==> config.mk <==
export PLATFORM = sky130hd
export DESIGN_NAME = atacd_decoder
export DESIGN_NICKNAME = d
export VERILOG_FILES = /design/src/design/atacd_pkg.sv /design/src/design/atacd_decoder.sv
export VERILOG_INCLUDE_DIRS = /design/src /design/src/design
export SDC_FILE = /design/constraint.sdc
export NUM_CORES = 1
export LEC_CHECK = 0
export BUFFER_PORTS_ARGS = -buffer_cell sky130_fd_sc_hd__buf_2
export CAP_MARGIN = 5
export CORE_MARGIN = 2
export CORE_UTILIZATION = 55
export DETAILED_ROUTE_END_ITERATION = 12
export GPL_TIMING_DRIVEN = 0
export PLACE_DENSITY = 0.77
export REMOVE_ABC_BUFFERS = 1
export SYNTH_ARGS = -nofsm -noshare
export SYNTH_HDL_FRONTEND = slang
export SYNTH_SLANG_ARGS = --single-unit
==> constraint.sdc <==
create_clock -name CLK -period 4 [get_ports CLK]
set_input_delay 0.2 -clock CLK [delete_from_list [all_inputs] [get_ports CLK]]
set_output_delay 0.2 -clock CLK [all_outputs]
set_load 0.01 [all_outputs]
==> src/design/atacd_map.svh <==
// Task-file register indices, field positions, reset values and fixed codes.
`ifndef ATACD_MAP_SVH
`define ATACD_MAP_SVH
`define ATACD_IX_DATA 3'h0
`define ATACD_IX_ERROR 3'h1
`define ATACD_IX_COUNT 3'h2
`define ATACD_IX_SECTOR 3'h3
`define ATACD_IX_CYL_LO 3'h4
`define ATACD_IX_CYL_HI 3'h5
`define ATACD_IX_DRVHD 3'h6
`define ATACD_IX_CMD 3'h7
`define ATACD_DRIVE_BIT 4
`define ATACD_LBA_BIT 6
`define ATACD_ST_BSY 7
`define ATACD_ST_DRDY 6
`define ATACD_ST_ERR 0
`define ATACD_RST_BYTE 8'h00
`define ATACD_RST_CNT 8'h01
`define ATACD_PM_ASLEEP 8'h00
`define ATACD_PM_IDLE 8'hFF
`define ATACD_ERR_ABORT 8'h04
`define ATACD_DIAG_OK 8'h01
`endif

==> src/design/atacd_pkg.sv <==
// Types and opcodes shared by the task-file command decoder.
package atacd_pkg;
  typedef enum logic [4:0] {
    CL_NONE = 5'h00, CL_PWRQ = 5'h01, CL_DIAG = 5'h02, CL_IDENT = 5'h03,
    CL_IDLE = 5'h04, CL_IDLEI = 5'h05, CL_STBY = 5'h06, CL_STBYI = 5'h07,
    CL_SLEEP = 5'h08, CL_INIT = 5'h09, CL_READ = 5'h0A, CL_VERIFY = 5'h0B,
    CL_RECAL = 5'h0C, CL_SEEK = 5'h0D, CL_SETF = 5'h0E, CL_SETM = 5'h0F,
    CL_WRITE = 5'h10
  } atacd_class_t;
  typedef enum logic [1:0] {
    PM_IDLE = 2'b00, PM_SLEEP = 2'b01, PM_ENTER = 2'b10, PM_WAKE = 2'b11
  } atacd_pm_t;
  typedef struct packed {
    logic fr;
    logic sc;
    logic sn;
    logic cy;
    logic dh_full;
    logic lba;
  } atacd_use_t;
  typedef struct packed {
    atacd_class_t cls;
    logic [7:0] opcode;
    logic [7:0] features;
    logic [7:0] count;
    logic [7:0] sector;
    logic [15:0] cylinder;
    logic drive;
    logic [3:0] head;
    logic lba_mode;
    logic one_sector;
  } atacd_cmd_t;
  localparam logic [7:0] OP_PWRQ_A = 8'h98;
  localparam logic [7:0] OP_PWRQ_B = 8'hE5;
  localparam logic [7:0] OP_DIAG = 8'h90;
  localparam logic [7:0] OP_IDENT = 8'hEC;
  localparam logic [7:0] OP_IDLE_A = 8'hE3;
  localparam logic [7:0] OP_IDLE_B = 8'h97;
  localparam logic [7:0] OP_IDLEI_A = 8'hE1;
  localparam logic [7:0] OP_IDLEI_B = 8'h95;
  localparam logic [7:0] OP_STBY_A = 8'hE2;
  localparam logic [7:0] OP_STBY_B = 8'h96;
  localparam logic [7:0] OP_STBYI_A = 8'hE0;
  localparam logic [7:0] OP_STBYI_B = 8'h94;
  localparam logic [7:0] OP_SLEEP_A = 8'hE6;
  localparam logic [7:0] OP_SLEEP_B = 8'h99;
  localparam logic [7:0] OP_INIT = 8'h91;
  localparam logic [7:0] OP_RD_DMA = 8'hC8;
  localparam logic [7:0] OP_RD_MULT = 8'hC4;
  localparam logic [7:0] OP_RD_SEC_A = 8'h20;
  localparam logic [7:0] OP_RD_SEC_B = 8'h21;
  localparam logic [7:0] OP_VFY_A = 8'h40;
  localparam logic [7:0] OP_VFY_B = 8'h41;
  localparam logic [7:0] OP_SETF = 8'hEF;
  localparam logic [7:0] OP_SETM = 8'hC6;
  localparam logic [7:0] OP_WR_DMA = 8'hCA;
  localparam logic [7:0] OP_WR_MULT = 8'hC5;
  localparam logic [7:0] OP_WR_SEC_A = 8'h30;
  localparam logic [7:0] OP_WR_SEC_B = 8'h31;
  localparam logic [3:0] NIB_SEEK = 4'h7;
  localparam logic [3:0] NIB_RECAL = 4'h1;
endpackage

==> src/design/atacd_decoder.sv <==
// Task-file command decoder: register file, opcode decode and completion.
`timescale 1ns/1ps
`include "atacd_map.svh"
module atacd_decoder (
  input wire logic CLK, // 25 MHz device clock
  input wire logic RESETN, // Asynchronous reset
  input wire logic TF_WR, // Task-file write strobe
  input wire logic TF_RD, // Task-file read strobe
  input wire logic [2:0] TF_ADDR, // Task-file register index
  input wire logic [7:0] TF_WDATA, // Write data
  output logic [7:0] TF_RDATA, // Registered read data
  input wire atacd_pkg::atacd_pm_t PWR_STATE, // Power state from power manager
  input wire logic CMD_DONE, // Engine finished the issued command
  input wire logic [7:0] DIAG_CODE, // Diagnostic result, valid with done
  output atacd_pkg::atacd_cmd_t CMD, // Issued command with masked fields
  output logic CMD_GO, // One-cycle issue pulse
  output logic BSY, // Busy status
  output logic ERR, // Error status
  output logic INTRQ // One-cycle completion interrupt
);
  import atacd_pkg::*;

  typedef enum logic [1:0] {
    ST_IDLE = 2'b00, ST_DEC = 2'b01, ST_WAIT = 2'b10, ST_FIN = 2'b11
  } atacd_state_t;

  function automatic atacd_class_t atacd_decode(input logic [7:0] op);
    atacd_class_t c;
    c = CL_NONE;
    if (op == OP_PWRQ_A || op == OP_PWRQ_B) c = CL_PWRQ;
    else if (op == OP_DIAG) c = CL_DIAG;
    else if (op == OP_IDENT) c = CL_IDENT;
    else if (op == OP_IDLE_A || op == OP_IDLE_B) c = CL_IDLE;
    else if (op == OP_IDLEI_A || op == OP_IDLEI_B) c = CL_IDLEI;
    else if (op == OP_STBY_A || op == OP_STBY_B) c = CL_STBY;
    else if (op == OP_STBYI_A || op == OP_STBYI_B) c = CL_STBYI;
    else if (op == OP_SLEEP_A || op == OP_SLEEP_B) c = CL_SLEEP;
    else if (op == OP_INIT) c = CL_INIT;
    else if (op == OP_RD_DMA || op == OP_RD_MULT) c = CL_READ;
    else if (op == OP_RD_SEC_A || op == OP_RD_SEC_B) c = CL_READ;
    else if (op == OP_VFY_A || op == OP_VFY_B) c = CL_VERIFY;
    else if (op == OP_WR_DMA || op == OP_WR_MULT) c = CL_WRITE;
    else if (op == OP_WR_SEC_A || op == OP_WR_SEC_B) c = CL_WRITE;
    else if (op == OP_SETF) c = CL_SETF;
    else if (op == OP_SETM) c = CL_SETM;
    else if (op[7:4] == NIB_SEEK) c = CL_SEEK;
    else if (op[7:4] == NIB_RECAL) c = CL_RECAL;
    return c;
  endfunction

  function automatic atacd_use_t atacd_uses(input atacd_class_t c);
    atacd_use_t u;
    u = '0;
    u.fr = (c == CL_SETF);
    u.sc = (c == CL_IDLE) || (c == CL_INIT) || (c == CL_SETM) || (c == CL_READ) ||
           (c == CL_VERIFY) || (c == CL_WRITE);
    u.sn = (c == CL_READ) || (c == CL_VERIFY) || (c == CL_WRITE) || (c == CL_SEEK);
    u.cy = u.sn;
    u.dh_full = u.sn || (c == CL_INIT);
    u.lba = u.sn;
    return u;
  endfunction

  atacd_state_t st_ff, nxt_st;
  logic [7:0] feat_ff, count_ff, sector_ff, cyl_lo_ff, cyl_hi_ff, drvhd_ff, err_ff;
  atacd_class_t cls_ff;
  logic [7:0] op_ff;
  logic busy_ff, errst_ff, intrq_ff, go_ff;
  atacd_cmd_t cmd_ff;
  logic [7:0] rdata_ff;
  logic host_wr, cmd_wr, pm_asleep;
  atacd_use_t use_d;

  assign host_wr = TF_WR && !busy_ff;
  assign cmd_wr = host_wr && (TF_ADDR == `ATACD_IX_CMD);
  assign pm_asleep = (PWR_STATE != PM_IDLE);
  assign use_d = atacd_uses(cls_ff);

  always_comb begin
    nxt_st = st_ff;
    unique case (st_ff)
      ST_IDLE: begin
        if (cmd_wr) nxt_st = ST_DEC;
      end
      ST_DEC: begin
        if (cls_ff == CL_PWRQ || cls_ff == CL_NONE) nxt_st = ST_FIN;
        else nxt_st = ST_WAIT;
      end
      ST_WAIT: begin
        if (CMD_DONE) nxt_st = ST_FIN;
      end
      ST_FIN: begin
        nxt_st = ST_IDLE;
      end
    endcase
  end

  always_ff @(posedge CLK or negedge RESETN) begin
    if (!RESETN) st_ff <= ST_IDLE;
    else st_ff <= nxt_st;
  end

  // Parameter registers are only writable while not busy.
  always_ff @(posedge CLK or negedge RESETN) begin
    if (!RESETN) begin
      feat_ff <= `ATACD_RST_BYTE;
      sector_ff <= `ATACD_RST_CNT;
      cyl_lo_ff <= `ATACD_RST_BYTE;
      cyl_hi_ff <= `ATACD_RST_BYTE;
      drvhd_ff <= `ATACD_RST_BYTE;
    end else if (host_wr) begin
      unique case (TF_ADDR)
        `ATACD_IX_ERROR: feat_ff <= TF_WDATA;
        `ATACD_IX_SECTOR: sector_ff <= TF_WDATA;
        `ATACD_IX_CYL_LO: cyl_lo_ff <= TF_WDATA;
        `ATACD_IX_CYL_HI: cyl_hi_ff <= TF_WDATA;
        `ATACD_IX_DRVHD: drvhd_ff <= TF_WDATA;
        default: ;
      endcase
    end
  end

  // Count is written by the host or loaded by the power-mode query.
  always_ff @(posedge CLK or negedge RESETN) begin
    if (!RESETN) count_ff <= `ATACD_RST_CNT;
    else if (st_ff == ST_DEC && cls_ff == CL_PWRQ) begin
      count_ff <= pm_asleep ? `ATACD_PM_ASLEEP : `ATACD_PM_IDLE;
    end else if (host_wr && TF_ADDR == `ATACD_IX_COUNT) count_ff <= TF_WDATA;
  end

  always_ff @(posedge CLK or negedge RESETN) begin
    if (!RESETN) begin
      op_ff <= `ATACD_RST_BYTE;
      cls_ff <= CL_NONE;
    end else if (cmd_wr) begin
      op_ff <= TF_WDATA;
      cls_ff <= atacd_decode(TF_WDATA);
    end
  end

  // Busy rises on the command write and falls when the interrupt is raised.
  always_ff @(posedge CLK or negedge RESETN) begin
    if (!RESETN) busy_ff <= 1'b0;
    else if (cmd_wr) busy_ff <= 1'b1;
    else if (st_ff == ST_FIN) busy_ff <= 1'b0;
  end

  always_ff @(posedge CLK or negedge RESETN) begin
    if (!RESETN) intrq_ff <= 1'b0;
    else intrq_ff <= (st_ff == ST_FIN);
  end

  always_ff @(posedge CLK or negedge RESETN) begin
    if (!RESETN) begin
      err_ff <= `ATACD_DIAG_OK;
      errst_ff <= 1'b0;
    end else if (cmd_wr) begin
      errst_ff <= 1'b0;
    end else if (st_ff == ST_DEC && cls_ff == CL_NONE) begin
      err_ff <= `ATACD_ERR_ABORT;
      errst_ff <= 1'b1;
    end else if (st_ff == ST_WAIT && CMD_DONE && cls_ff == CL_DIAG) begin
      err_ff <= DIAG_CODE;
      errst_ff <= (DIAG_CODE != `ATACD_DIAG_OK);
    end
  end

  // Parameters the opcode does not use are zeroed before issue.
  always_ff @(posedge CLK or negedge RESETN) begin
    if (!RESETN) begin
      cmd_ff <= '0;
      go_ff <= 1'b0;
    end else begin
      go_ff <= (st_ff == ST_DEC) && (cls_ff != CL_PWRQ) && (cls_ff != CL_NONE);
      if (st_ff == ST_DEC) begin
        cmd_ff.cls <= (cls_ff == CL_IDENT) ? CL_READ : cls_ff;
        cmd_ff.opcode <= op_ff;
        cmd_ff.features <= use_d.fr ? feat_ff : 8'h00;
        cmd_ff.count <= use_d.sc ? count_ff : 8'h00;
        cmd_ff.sector <= use_d.sn ? sector_ff : 8'h00;
        cmd_ff.cylinder <= use_d.cy ? {cyl_hi_ff, cyl_lo_ff} : 16'h0000;
        cmd_ff.drive <= drvhd_ff[`ATACD_DRIVE_BIT];
        cmd_ff.head <= use_d.dh_full ? drvhd_ff[3:0] : 4'h0;
        cmd_ff.lba_mode <= use_d.lba && drvhd_ff[`ATACD_LBA_BIT];
        cmd_ff.one_sector <= (cls_ff == CL_IDENT);
      end
    end
  end

  always_ff @(posedge CLK or negedge RESETN) begin
    if (!RESETN) rdata_ff <= `ATACD_RST_BYTE;
    else if (TF_RD) begin
      unique case (TF_ADDR)
        `ATACD_IX_ERROR: rdata_ff <= err_ff;
        `ATACD_IX_COUNT: rdata_ff <= count_ff;
        `ATACD_IX_SECTOR: rdata_ff <= sector_ff;
        `ATACD_IX_CYL_LO: rdata_ff <= cyl_lo_ff;
        `ATACD_IX_CYL_HI: rdata_ff <= cyl_hi_ff;
        `ATACD_IX_DRVHD: rdata_ff <= drvhd_ff;
        `ATACD_IX_CMD: rdata_ff <= {busy_ff, !busy_ff, 5'h00, errst_ff};
        default: rdata_ff <= 8'h00;
      endcase
    end
  end

  assign TF_RDATA = rdata_ff;
  assign CMD = cmd_ff;
  assign CMD_GO = go_ff;
  assign BSY = busy_ff;
  assign ERR = errst_ff;
  assign INTRQ = intrq_ff;
endmodule

Word level (Yosys, flattened, before mapping)
Cells that the tools add are included.
{"block": "word_totals", "ff_bits": 143, "elab_cells": 166, "output_inout_bits": 72, "inputBits": 26}
{"block": "op_classes", "muxes": 39, "bitwise_logic": 1, "n_eq_ne": 54, "reduce_logical": 47}
{"cell": "$eq 8x8->1 const B", "n": 21}
{"cell": "$mux 5", "n": 15}
{"cell": "$mux 8", "n": 8}
{"cell": "$pmux 8 s7", "n": 1}
{"cell": "$eq 8x6->1 const B", "n": 4}
{"cell": "$eq 5x4->1 const B", "n": 6}
{"cell": "$logic_or 1x1->1", "n": 21}
{"cell": "$mux 4", "n": 5}
{"cell": "$eq 8x7->1 const B", "n": 2}
{"cell": "$mux 16", "n": 1}
{"cell": "$reduce_and 2->1", "n": 7}
{"cell": "$eq 3x3->1 const B", "n": 4}
{"cell": "$eq 5x2->1 const B", "n": 2}
{"cell": "$logic_and 1x1->1", "n": 10}
{"cell": "$ne 8x1->1 const B", "n": 1}
{"cell": "$pmux 2 s4", "n": 1}
{"cell": "$reduce_bool 2->1", "n": 4}
{"cell": "$eq 3x2->1 const B", "n": 2}
{"cell": "$mux 1", "n": 6}
{"cell": "$eq 5x1->1 const B", "n": 1}
{"cell": "$eq 5x3->1 const B", "n": 1}
{"cell": "$eq 5x5->1 const B", "n": 1}
{"cell": "$logic_not 5->1", "n": 1}
{"cell": "$ne 5x1->1 const B", "n": 1}
{"cell": "12 further kinds", "n": 15}

Logic depth before layout (Yosys ltp)
Gate-level depths: netlist of run 1.
{"block": "depth", "ltp_word": 19, "ltp_mapped": 7, "depth_no_buf": 5}

Worst setup path after synthesis of run 1
Ideal clock, no wire load.
{"block": "synth_path", "kind": "register -> register", "startpoint": "register cls_ff[2]", "endpoint": "register err_ff[2]", "slack_ns": 2.205, "required_time_ns": 3.882, "setup_time_ns": 0.118, "synth_period_minus_slack_ns": 1.795, "path_buffers": 2, "path_stages_with_launch": 7, "arrival_time_ns": 1.677, "cell_sequence": "dfrtp_1 > buf_4 > nor4b_2 > a32oi_1 > or3_1 > buf_6 > a21o_1"}
{"block": "synth_via", "elab_chain_cells": 4, "word_cells_on_any_way": 7, "classes_between": "eq/ne (1); mux (1); reduce/logical (5)"}
{"item": "from (decl)", "line": "atacd_decoder.sv:66", "source": "atacd_class_t cls_ff;"}
{"item": "from (signal assigned)", "line": "atacd_decoder.sv:137", "source": "cls_ff <= atacd_decode(TF_WDATA);"}
{"item": "$eq 5x2->1 or $logic_not 5->1 (tied branches)", "line": "atacd_decoder.sv:162, atacd_decoder.sv:159"}
{"item": "$logic_and 1x1->1, on equally long branches", "line": "atacd_decoder.sv:162, atacd_decoder.sv:159"}
{"item": "$reduce_bool 2->1 (no source line)"}
{"item": "$reduce_and 2->1 (no source line)"}
{"item": "to (signal assigned)", "line": "atacd_decoder.sv:155", "source": "err_ff <= `ATACD_DIAG_OK;"}
{"item": "to (signal assigned)", "line": "atacd_decoder.sv:160", "source": "err_ff <= `ATACD_ERR_ABORT;"}
{"item": "to (decl)", "line": "atacd_decoder.sv:65", "source": "logic [7:0] feat_ff, count_ff, sector_ff, cyl_lo_ff, cyl_hi_ff, drvhd_ff, err_ff;"}
Parallel ways exist; a longest one is shown, timed or not.
A chain may end at the register's enable or synchronous reset.

Final worst setup path of run 1
{"block": "layout_path", "startpoint": "register st_ff[1]", "endpoint": "register cmd_ff, in the netlist CMD[43]"}
{"block": "layout_via", "elab_chain_cells": 1}
{"item": "from (decl)", "line": "atacd_decoder.sv:64", "source": "atacd_state_t st_ff, nxt_st;"}
{"item": "from (signal assigned)", "line": "atacd_decoder.sv:100", "source": "else st_ff <= nxt_st;"}
{"item": "$eq 2x1->1", "line": "atacd_decoder.sv:175", "source": "if (st_ff == ST_DEC) begin"}
{"item": "to (decl)", "line": "atacd_decoder.sv:69", "source": "atacd_cmd_t cmd_ff;"}
No other way between the ends.

==> flow_summary.json, run 1 <==
{
  "status": "finished clean",
  "slew_violations": 0,
  "setup_slack_ns": 1.160,
  "rr_worst_depth": 5,
  "antenna_found_initial": 0,
  "grt_usage_pct": 26.01,
  "final_cell_area_mm2": 0.007553,
  "gp_congestion": 0.8903,
  "die_w_um": 111.8,
  "diodes": 0,
  "core_mm2": 0.01137,
  "fillers": 848,
  "worst_setup_path_end_kind": "register",
  "routed-via-count": 4738,
  "finalWirelength_um": 15460,
  "tightest_slew_ns": 1.163,
  "cts_made_buffers": 17,
  "crit_chain": "inv_1 > ha_1 > nand2_1 > nor4b_2 > a22o_1",
  "dr.pass1.iters": 5,
  "min_period_ns": 2.840,
  "cp.arrival_ns": 3.20,
  "postSynth.asyncResetShare_pct": 100.0,
  "leakage_uw": 0.003664,
  "cpPeakStageDelay_ns": 0.94,
  "top_layer": "met4",
  "cts_sinks": 143,
  "fin_crit_sh_pct": 71.00,
  "synth_top_area_share_pct": 54.81,
  "tns_ns": 0,
  "synth-edff-count": 0,
  "dr.first_iter.drc_count": 552,
  "grt_pass1_wl_um": 25320,
  "final_cells": 773,
  "synth_flop_cell": "dfrtp_1",
  "hold_violations": 0,
  "synth_most_common_cell": "dfrtp_1",
  "wl_per_cell_um": 20.00,
  "drive_gt1_share_pct": 27.30,
  "dp_hpwl_um": 10330,
  "port_buffers": 97,
  "max_freq_mhz": 352.1,
  "ys_ff_latch": 143,
  "finalClockSkew_ns": 0.01813,
  "fp.dieArea_mm2": 0.01250,
  "place_inst": 739,
  "grt_pass1_vias": 4863,
  "ant_nets": 0,
  "post-cts-setup-buffers": 0,
  "synth_area_mm2": 0.006392,
  "place_area_mm2": 0.006925,
  "ys_top_cells_by_count": "dfrtp_1 (140), nand2_1 (47), a22o_1 (46)",
  "crit_type": "reg -> reg",
  "power_density_mw_per_mm2": 730.3,
  "yosysSeqAreaShare_pct": 56.04,
  "netlist_instances": 537,
  "ctsHtreeMaxLevel": 4,
  "post-place-ws_ns": 1.158,
  "required_ns": 4.36,
  "postCtsResizedCells": 0,
  "maxCapViolCount": 0,
  "setup_viol": 0,
  "syn_avg_cell_area_um2": 11.90,
  "io_pins": 98,
  "wl_met1_um": 6962,
  "min_path_type": "in -> reg",
  "area_growth_pct": 18.16,
  "hold_path_depth": 3,
  "cp_max_fo": 28,
  "relSlewSlack_pct": 22.49,
  "ctsLongestPathBuffers": 2,
  "post-route-util_pct": 66.44,
  "rows": 39,
  "grt_overflow_total": 0,
  "slowest_stage": "ha_1",
  "ys_types": 66,
  "fp.dieH_um": 111.8,
  "drc": 0,
  "met3_length_um": 929,
  "clk_pin_slew_ns": 0.06,
  "cts_tree": "yes",
  "cp-start-kind": "register",
  "ir_drop_mv": 0.3634,
  "drt-vias-per-instance": 6.129,
  "grt_max_degree": 87,
  "initial_utilization_pct": 56.22,
  "clk_latency_ns": 0.43,
  "holdBufCountCts": 2,
  "ys.warnings.count": 0,
  "rsz0062_at_grt": "false",
  "nNetsFinal": 648,
  "root_buffer": "clkbuf_16",
  "yosys-top-cells-area": "dfrtp_1 (55%), a22o_1 (6.3%), mux2_2 (4.8%)",
  "yosysTopAreaCell": "dfrtp_1",
  "dr_wl_met2_um": 7214
}
state kept, by name, summed over array words and instances, names as in the netlist, 2 cells and up:
signal	cells
feat_ff	8
CMD	60
drvhd_ff	8
err_ff	8
cls_ff	5
cyl_hi_ff	8
count_ff	8
op_ff	8
cyl_lo_ff	8
st_ff	2
sector_ff	8
TF_RDATA	8
worst max-delay path, delay by kind of cell (launching register included):
family / cells / cell delay (ns)
fa+ha+maj: 1 / 0.94
simple gates: 2 / 1.05
compound gates: 1 / 0.24
buf+inv: 1 / 0.12
flops: 1 / 0.41
layout by cell type (no fill, tap or decap), types with 4 or more instances in the layout:
cell       synthesis  final
dfrtp_1          140    140
buf_2              6     96
nand2_1           47     47
a22o_1            46     46
mux2_2            27     27
inv_1             27     26
mux2_1            25     25
a21oi_1           17     17
clkbuf_16          0     17
o21ai_1           11     11
nor2_1            10     10
nor2b_1           10     10
o21ai_0           10     10
mux2i_1            8      8
a32oi_1            7      7
a221oi_1           7      7
o22ai_1            7      7
o21a_1             6      6
nand4_1            5      5
nand2b_1           5      5
a221o_1            5      5
ha_1               5      5
clkinv_2           0      5
nor4bb_1           4      4
o2bb2ai_1          4      4
a211oi_1           4      4
nor3_1             4      4
nand3b_1           4      4
area by class of cell:
class	instances	area (um2)	area share (%)
clock inverter	11	137.6	1.822
sequential	143	3582	47.42
timing repair buffer	100	539.3	7.139
clock buffer	21	470.5	6.228
tap	143	178.9	2.369
inverter	28	105.1	1.391
multi-input combinational	327	2540	33.63
through the flow:
| step | hold slack, ns | total power, uW |
|---|---|---|
| global route | 0.04694 | 5813 |
| finish | 0.03903 | 5516 |
| floorplan | -0.09559 | 3256 |
| CTS | 0.01912 | 5539 |
| global placement | 0.4321 | 3817 |
| detailed placement | 0.1954 | 3902 |
layer usage:
layer | global-route usage [%] | vias up
met5 | 0 | -
met4 | 11.69 | 0
met2 | 39.35 | 186
li1 | - | 2135
met1 | 36.50 | 2386
met3 | 5.553 | 31
final timing paths:
path                                        from                        to  slack [ns]
max                         st_ff[1]$_DFFE_PN0P_       CMD[43]$_DFFE_PN0N_        1.16
min                                 DIAG_CODE[4]     err_ff[4]$_DFFE_PN0P_        0.04
max reg2reg                 st_ff[1]$_DFFE_PN0P_       CMD[43]$_DFFE_PN0N_        1.16
min reg2reg                err_ff[0]$_DFFE_PN1P_     err_ff[0]$_DFFE_PN1P_        0.47
max in group asynchronous                 RESETN  sector_ff[0]$_DFFE_PN1P_        2.88
min in group asynchronous                 RESETN       CMD[43]$_DFFE_PN0N_        0.29
cell families (layout without fill, tap and decap cells):
group / count (synthesis) / in the layout / synth area share (%)
fa+ha+maj: 5 / 5 / 0.9787
xor+xnor: 3 / 3 / 0.4111
flops: 143 / 143 / 56.04
simple gates: 116 / 116 / 10.39
buf+inv: 67 / 160 / 4.228
compound gates: 140 / 140 / 16.48
mux: 63 / 63 / 11.47
report_power, final:
group          internal, uW  leakage (uW)  switching (uW)
clock network          1020      0.000295             601
logic                   702       0.00155             777
registers              1990       0.00182             423
(Power assumes the default switching activity.)
==> run 2: changes to the inputs <==
CORE_UTILIZATION = 51   (was 55)
PLACE_DENSITY = 0.75   (was 0.77)
clock period = 2.4 ns   (was 4 ns; I/O delays follow)
==> run 2 against run 1 <==
Clock power up 73%. Sequential share of layout area down 1.4 points. Maximum frequency up 30%. Global-route usage down 1.2 points. Critical path type unchanged. Largest power group unchanged.
==> flow_summary.json, run 2 (synthesis results as in run 1) <==
{
  "io_pins": 98,
  "tightest_slew_ns": 0.8695,
  "ctsHtreeMaxLevel": 4,
  "rr_worst_depth": 4,
  "crit_type": "reg -> reg",
  "layout_common_cells": "dfrtp_1 (140), buf_2 (96), nand2_1 (47)",
  "die_w_um": 116.0,
  "hold_path_depth": 2,
  "cts_made_buffers": 17,
  "rsz0062_at_grt": "false",
  "cp.arrival_ns": 2.49,
  "drc": 0,
  "fin_crit_sh_pct": 90.71,
  "required_ns": 2.71,
  "combPwrFrac_pct": 27.7,
  "cpPeakStageDelay_ns": 0.57,
  "worst_setup_path_end_kind": "register",
  "grt_usage_pct": 24.82,
  "clk_latency_ns": 0.42,
  "cts_sinks": 143,
  "fillers": 910,
  "ir_drop_mv": 0.6280,
  "largest_reg_flops": 60,
  "status": "finished clean",
  "slew_violations": 0,
  "place_area_mm2": 0.006984,
  "crit_chain": "nor4b_2 > a32oi_1 > or3_1 > a21o_1",
  "leakage_uw": 0.003753,
  "fp.dieH_um": 116.0,
  "use_met1_pct": 33.16,
  "finalPower_uw": 9437,
  "cpLargestDelayFamily": "simple AND/OR/NAND/NOR gates",
  "dr.pass1.iters": 7,
  "drive_gt1_share_pct": 28.35,
  "antenna_found_initial": 0,
  "finalClockSkew_ns": 0.006253,
  "min_period_ns": 2.177,
  "p_int_uw": 6423,
  "rows": 40,
  "min_path_type": "in -> reg",
  "relSlewSlack_pct": 41.54,
  "dr.first_iter.drc_count": 351,
  "grt_pass1_wl_um": 25220,
  "nNetsFinal": 660,
  "grt_max_degree": 100,
  "maxCapViolCount": 0,
  "p_seq_share_pct": 42.5,
  "initial_utilization_pct": 52.78,
  "wl_per_cell_um": 19.51,
  "max_freq_mhz": 459.3,
  "hold_violations": 0,
  "cts_tree": "yes",
  "gp_congestion": 0.9020,
  "drt-vias-per-instance": 5.894,
  "setup_viol": 0,
  "grtUsageMet2_pct": 38.60,
  "final_cell_area_mm2": 0.007776,
  "clk_pin_slew_ns": 0.06,
  "area_growth_pct": 21.65,
  "switching_power_uw": 3014,
  "finalWirelength_um": 15800,
  "grt_pass1_vias": 4773,
  "port_buffers": 97,
  "mostFrequentLayoutCell": "dfrtp_1",
  "slowest_stage": "dfrtp_1",
  "fp.dieArea_mm2": 0.01345,
  "routed-via-count": 4774,
  "ctsLongestPathBuffers": 2,
  "ant_nets": 0,
  "grt_overflow_total": 0,
  "p_clk_share_pct": 29.8,
  "core_mm2": 0.01211,
  "tns_ns": 0,
  "met3_usage_pct": 5.649,
  "cp-start-kind": "register",
  "dp_hpwl_um": 10540,
  "path_depth": 4,
  "root_buffer": "clkbuf_16",
  "power_density_mw_per_mm2": 1214,
  "top_usage_layer": "met2",
  "switching_share_pct": 31.93,
  "diodes": 0,
  "cp_max_fo": 12,
  "crit_buf_inv": 0
}
## run 2: worst register-to-register path: cells and delay by family, from the launching register on
family / cells / cell delay (ns)
flip-flops: 1 / 0.57
AO/OA/AOI/OAI: 2 / 0.49
AND/OR/NAND/NOR: 2 / 1.01
## run 2: power groups by stage
stage	Sequential, uW	Combinational, uW	Clock, uW
floorplan	4020	1410	0
global placement	3990	2380	0
detailed placement	4030	2540	0
CTS	4000	2580	2850
global route	4120	2890	2980
finish	4010	2620	2810
## run 2: worst paths after layout
kind	start	end	slack, ns
max in group asynchronous	RESETN	count_ff[0]$_DFFE_PN1P_	1.39
min	TF_RD	TF_RDATA[5]$_DFFE_PN0P_	0.02
max reg2reg	cls_ff[1]$_DFFE_PN0P_	err_ff[2]$_DFFE_PN0P_	0.22
min reg2reg	err_ff[0]$_DFFE_PN1P_	err_ff[0]$_DFFE_PN1P_	0.47
max	cls_ff[1]$_DFFE_PN0P_	err_ff[2]$_DFFE_PN0P_	0.22
min in group asynchronous	RESETN	CMD[26]$_DFFE_PN0N_	0.19
## run 2: cell type report
cell class	count	area, um2	share of cell area [%]
Clock inverter	11	160.2	2.060
Clock buffer	21	480.5	6.179
Multi-Input combinational cell	327	2570	33.05
Inverter	28	108.9	1.400
Timing Repair Buffer	112	664.4	8.544
Sequential cell	143	3582	46.07
Tap cell	168	210.2	2.703
## run 2: repair_timing
item | 4_1_cts | 5_1_grt
setup endpoints to repair | 66 | 46
hold buffers | 8 | 0
setup buffers | 3 | 2
hold endpoints to repair | 51 | 0
resized for setup | 2 | 4
pin swaps | 1 | 0
## run 2: per-stage QoR
stage	cells	hold WS [ns]	setup slack [ns]	utilization [%]
6_report	810	0.02213	0.2229	64.20
5_1_grt	810	0.03003	0.06290	64.20
4_1_cts	808	0.006941	0.01734	63.89
3_5_place_dp	765	0.06416	-0.4477	57.67
3_3_place_gp	763	0.3535	-0.6492	57.16
2_1_floorplan	498	-0.1756	0.1454	-
## run 2: layer usage
metal | vias to the layer above | share of wire (%)
met5 | - | 0
met4 | 0 | 2.8
met3 | 36 | 5.7
met2 | 180 | 48
met1 | 2384 | 44
li1 | 2174 | -
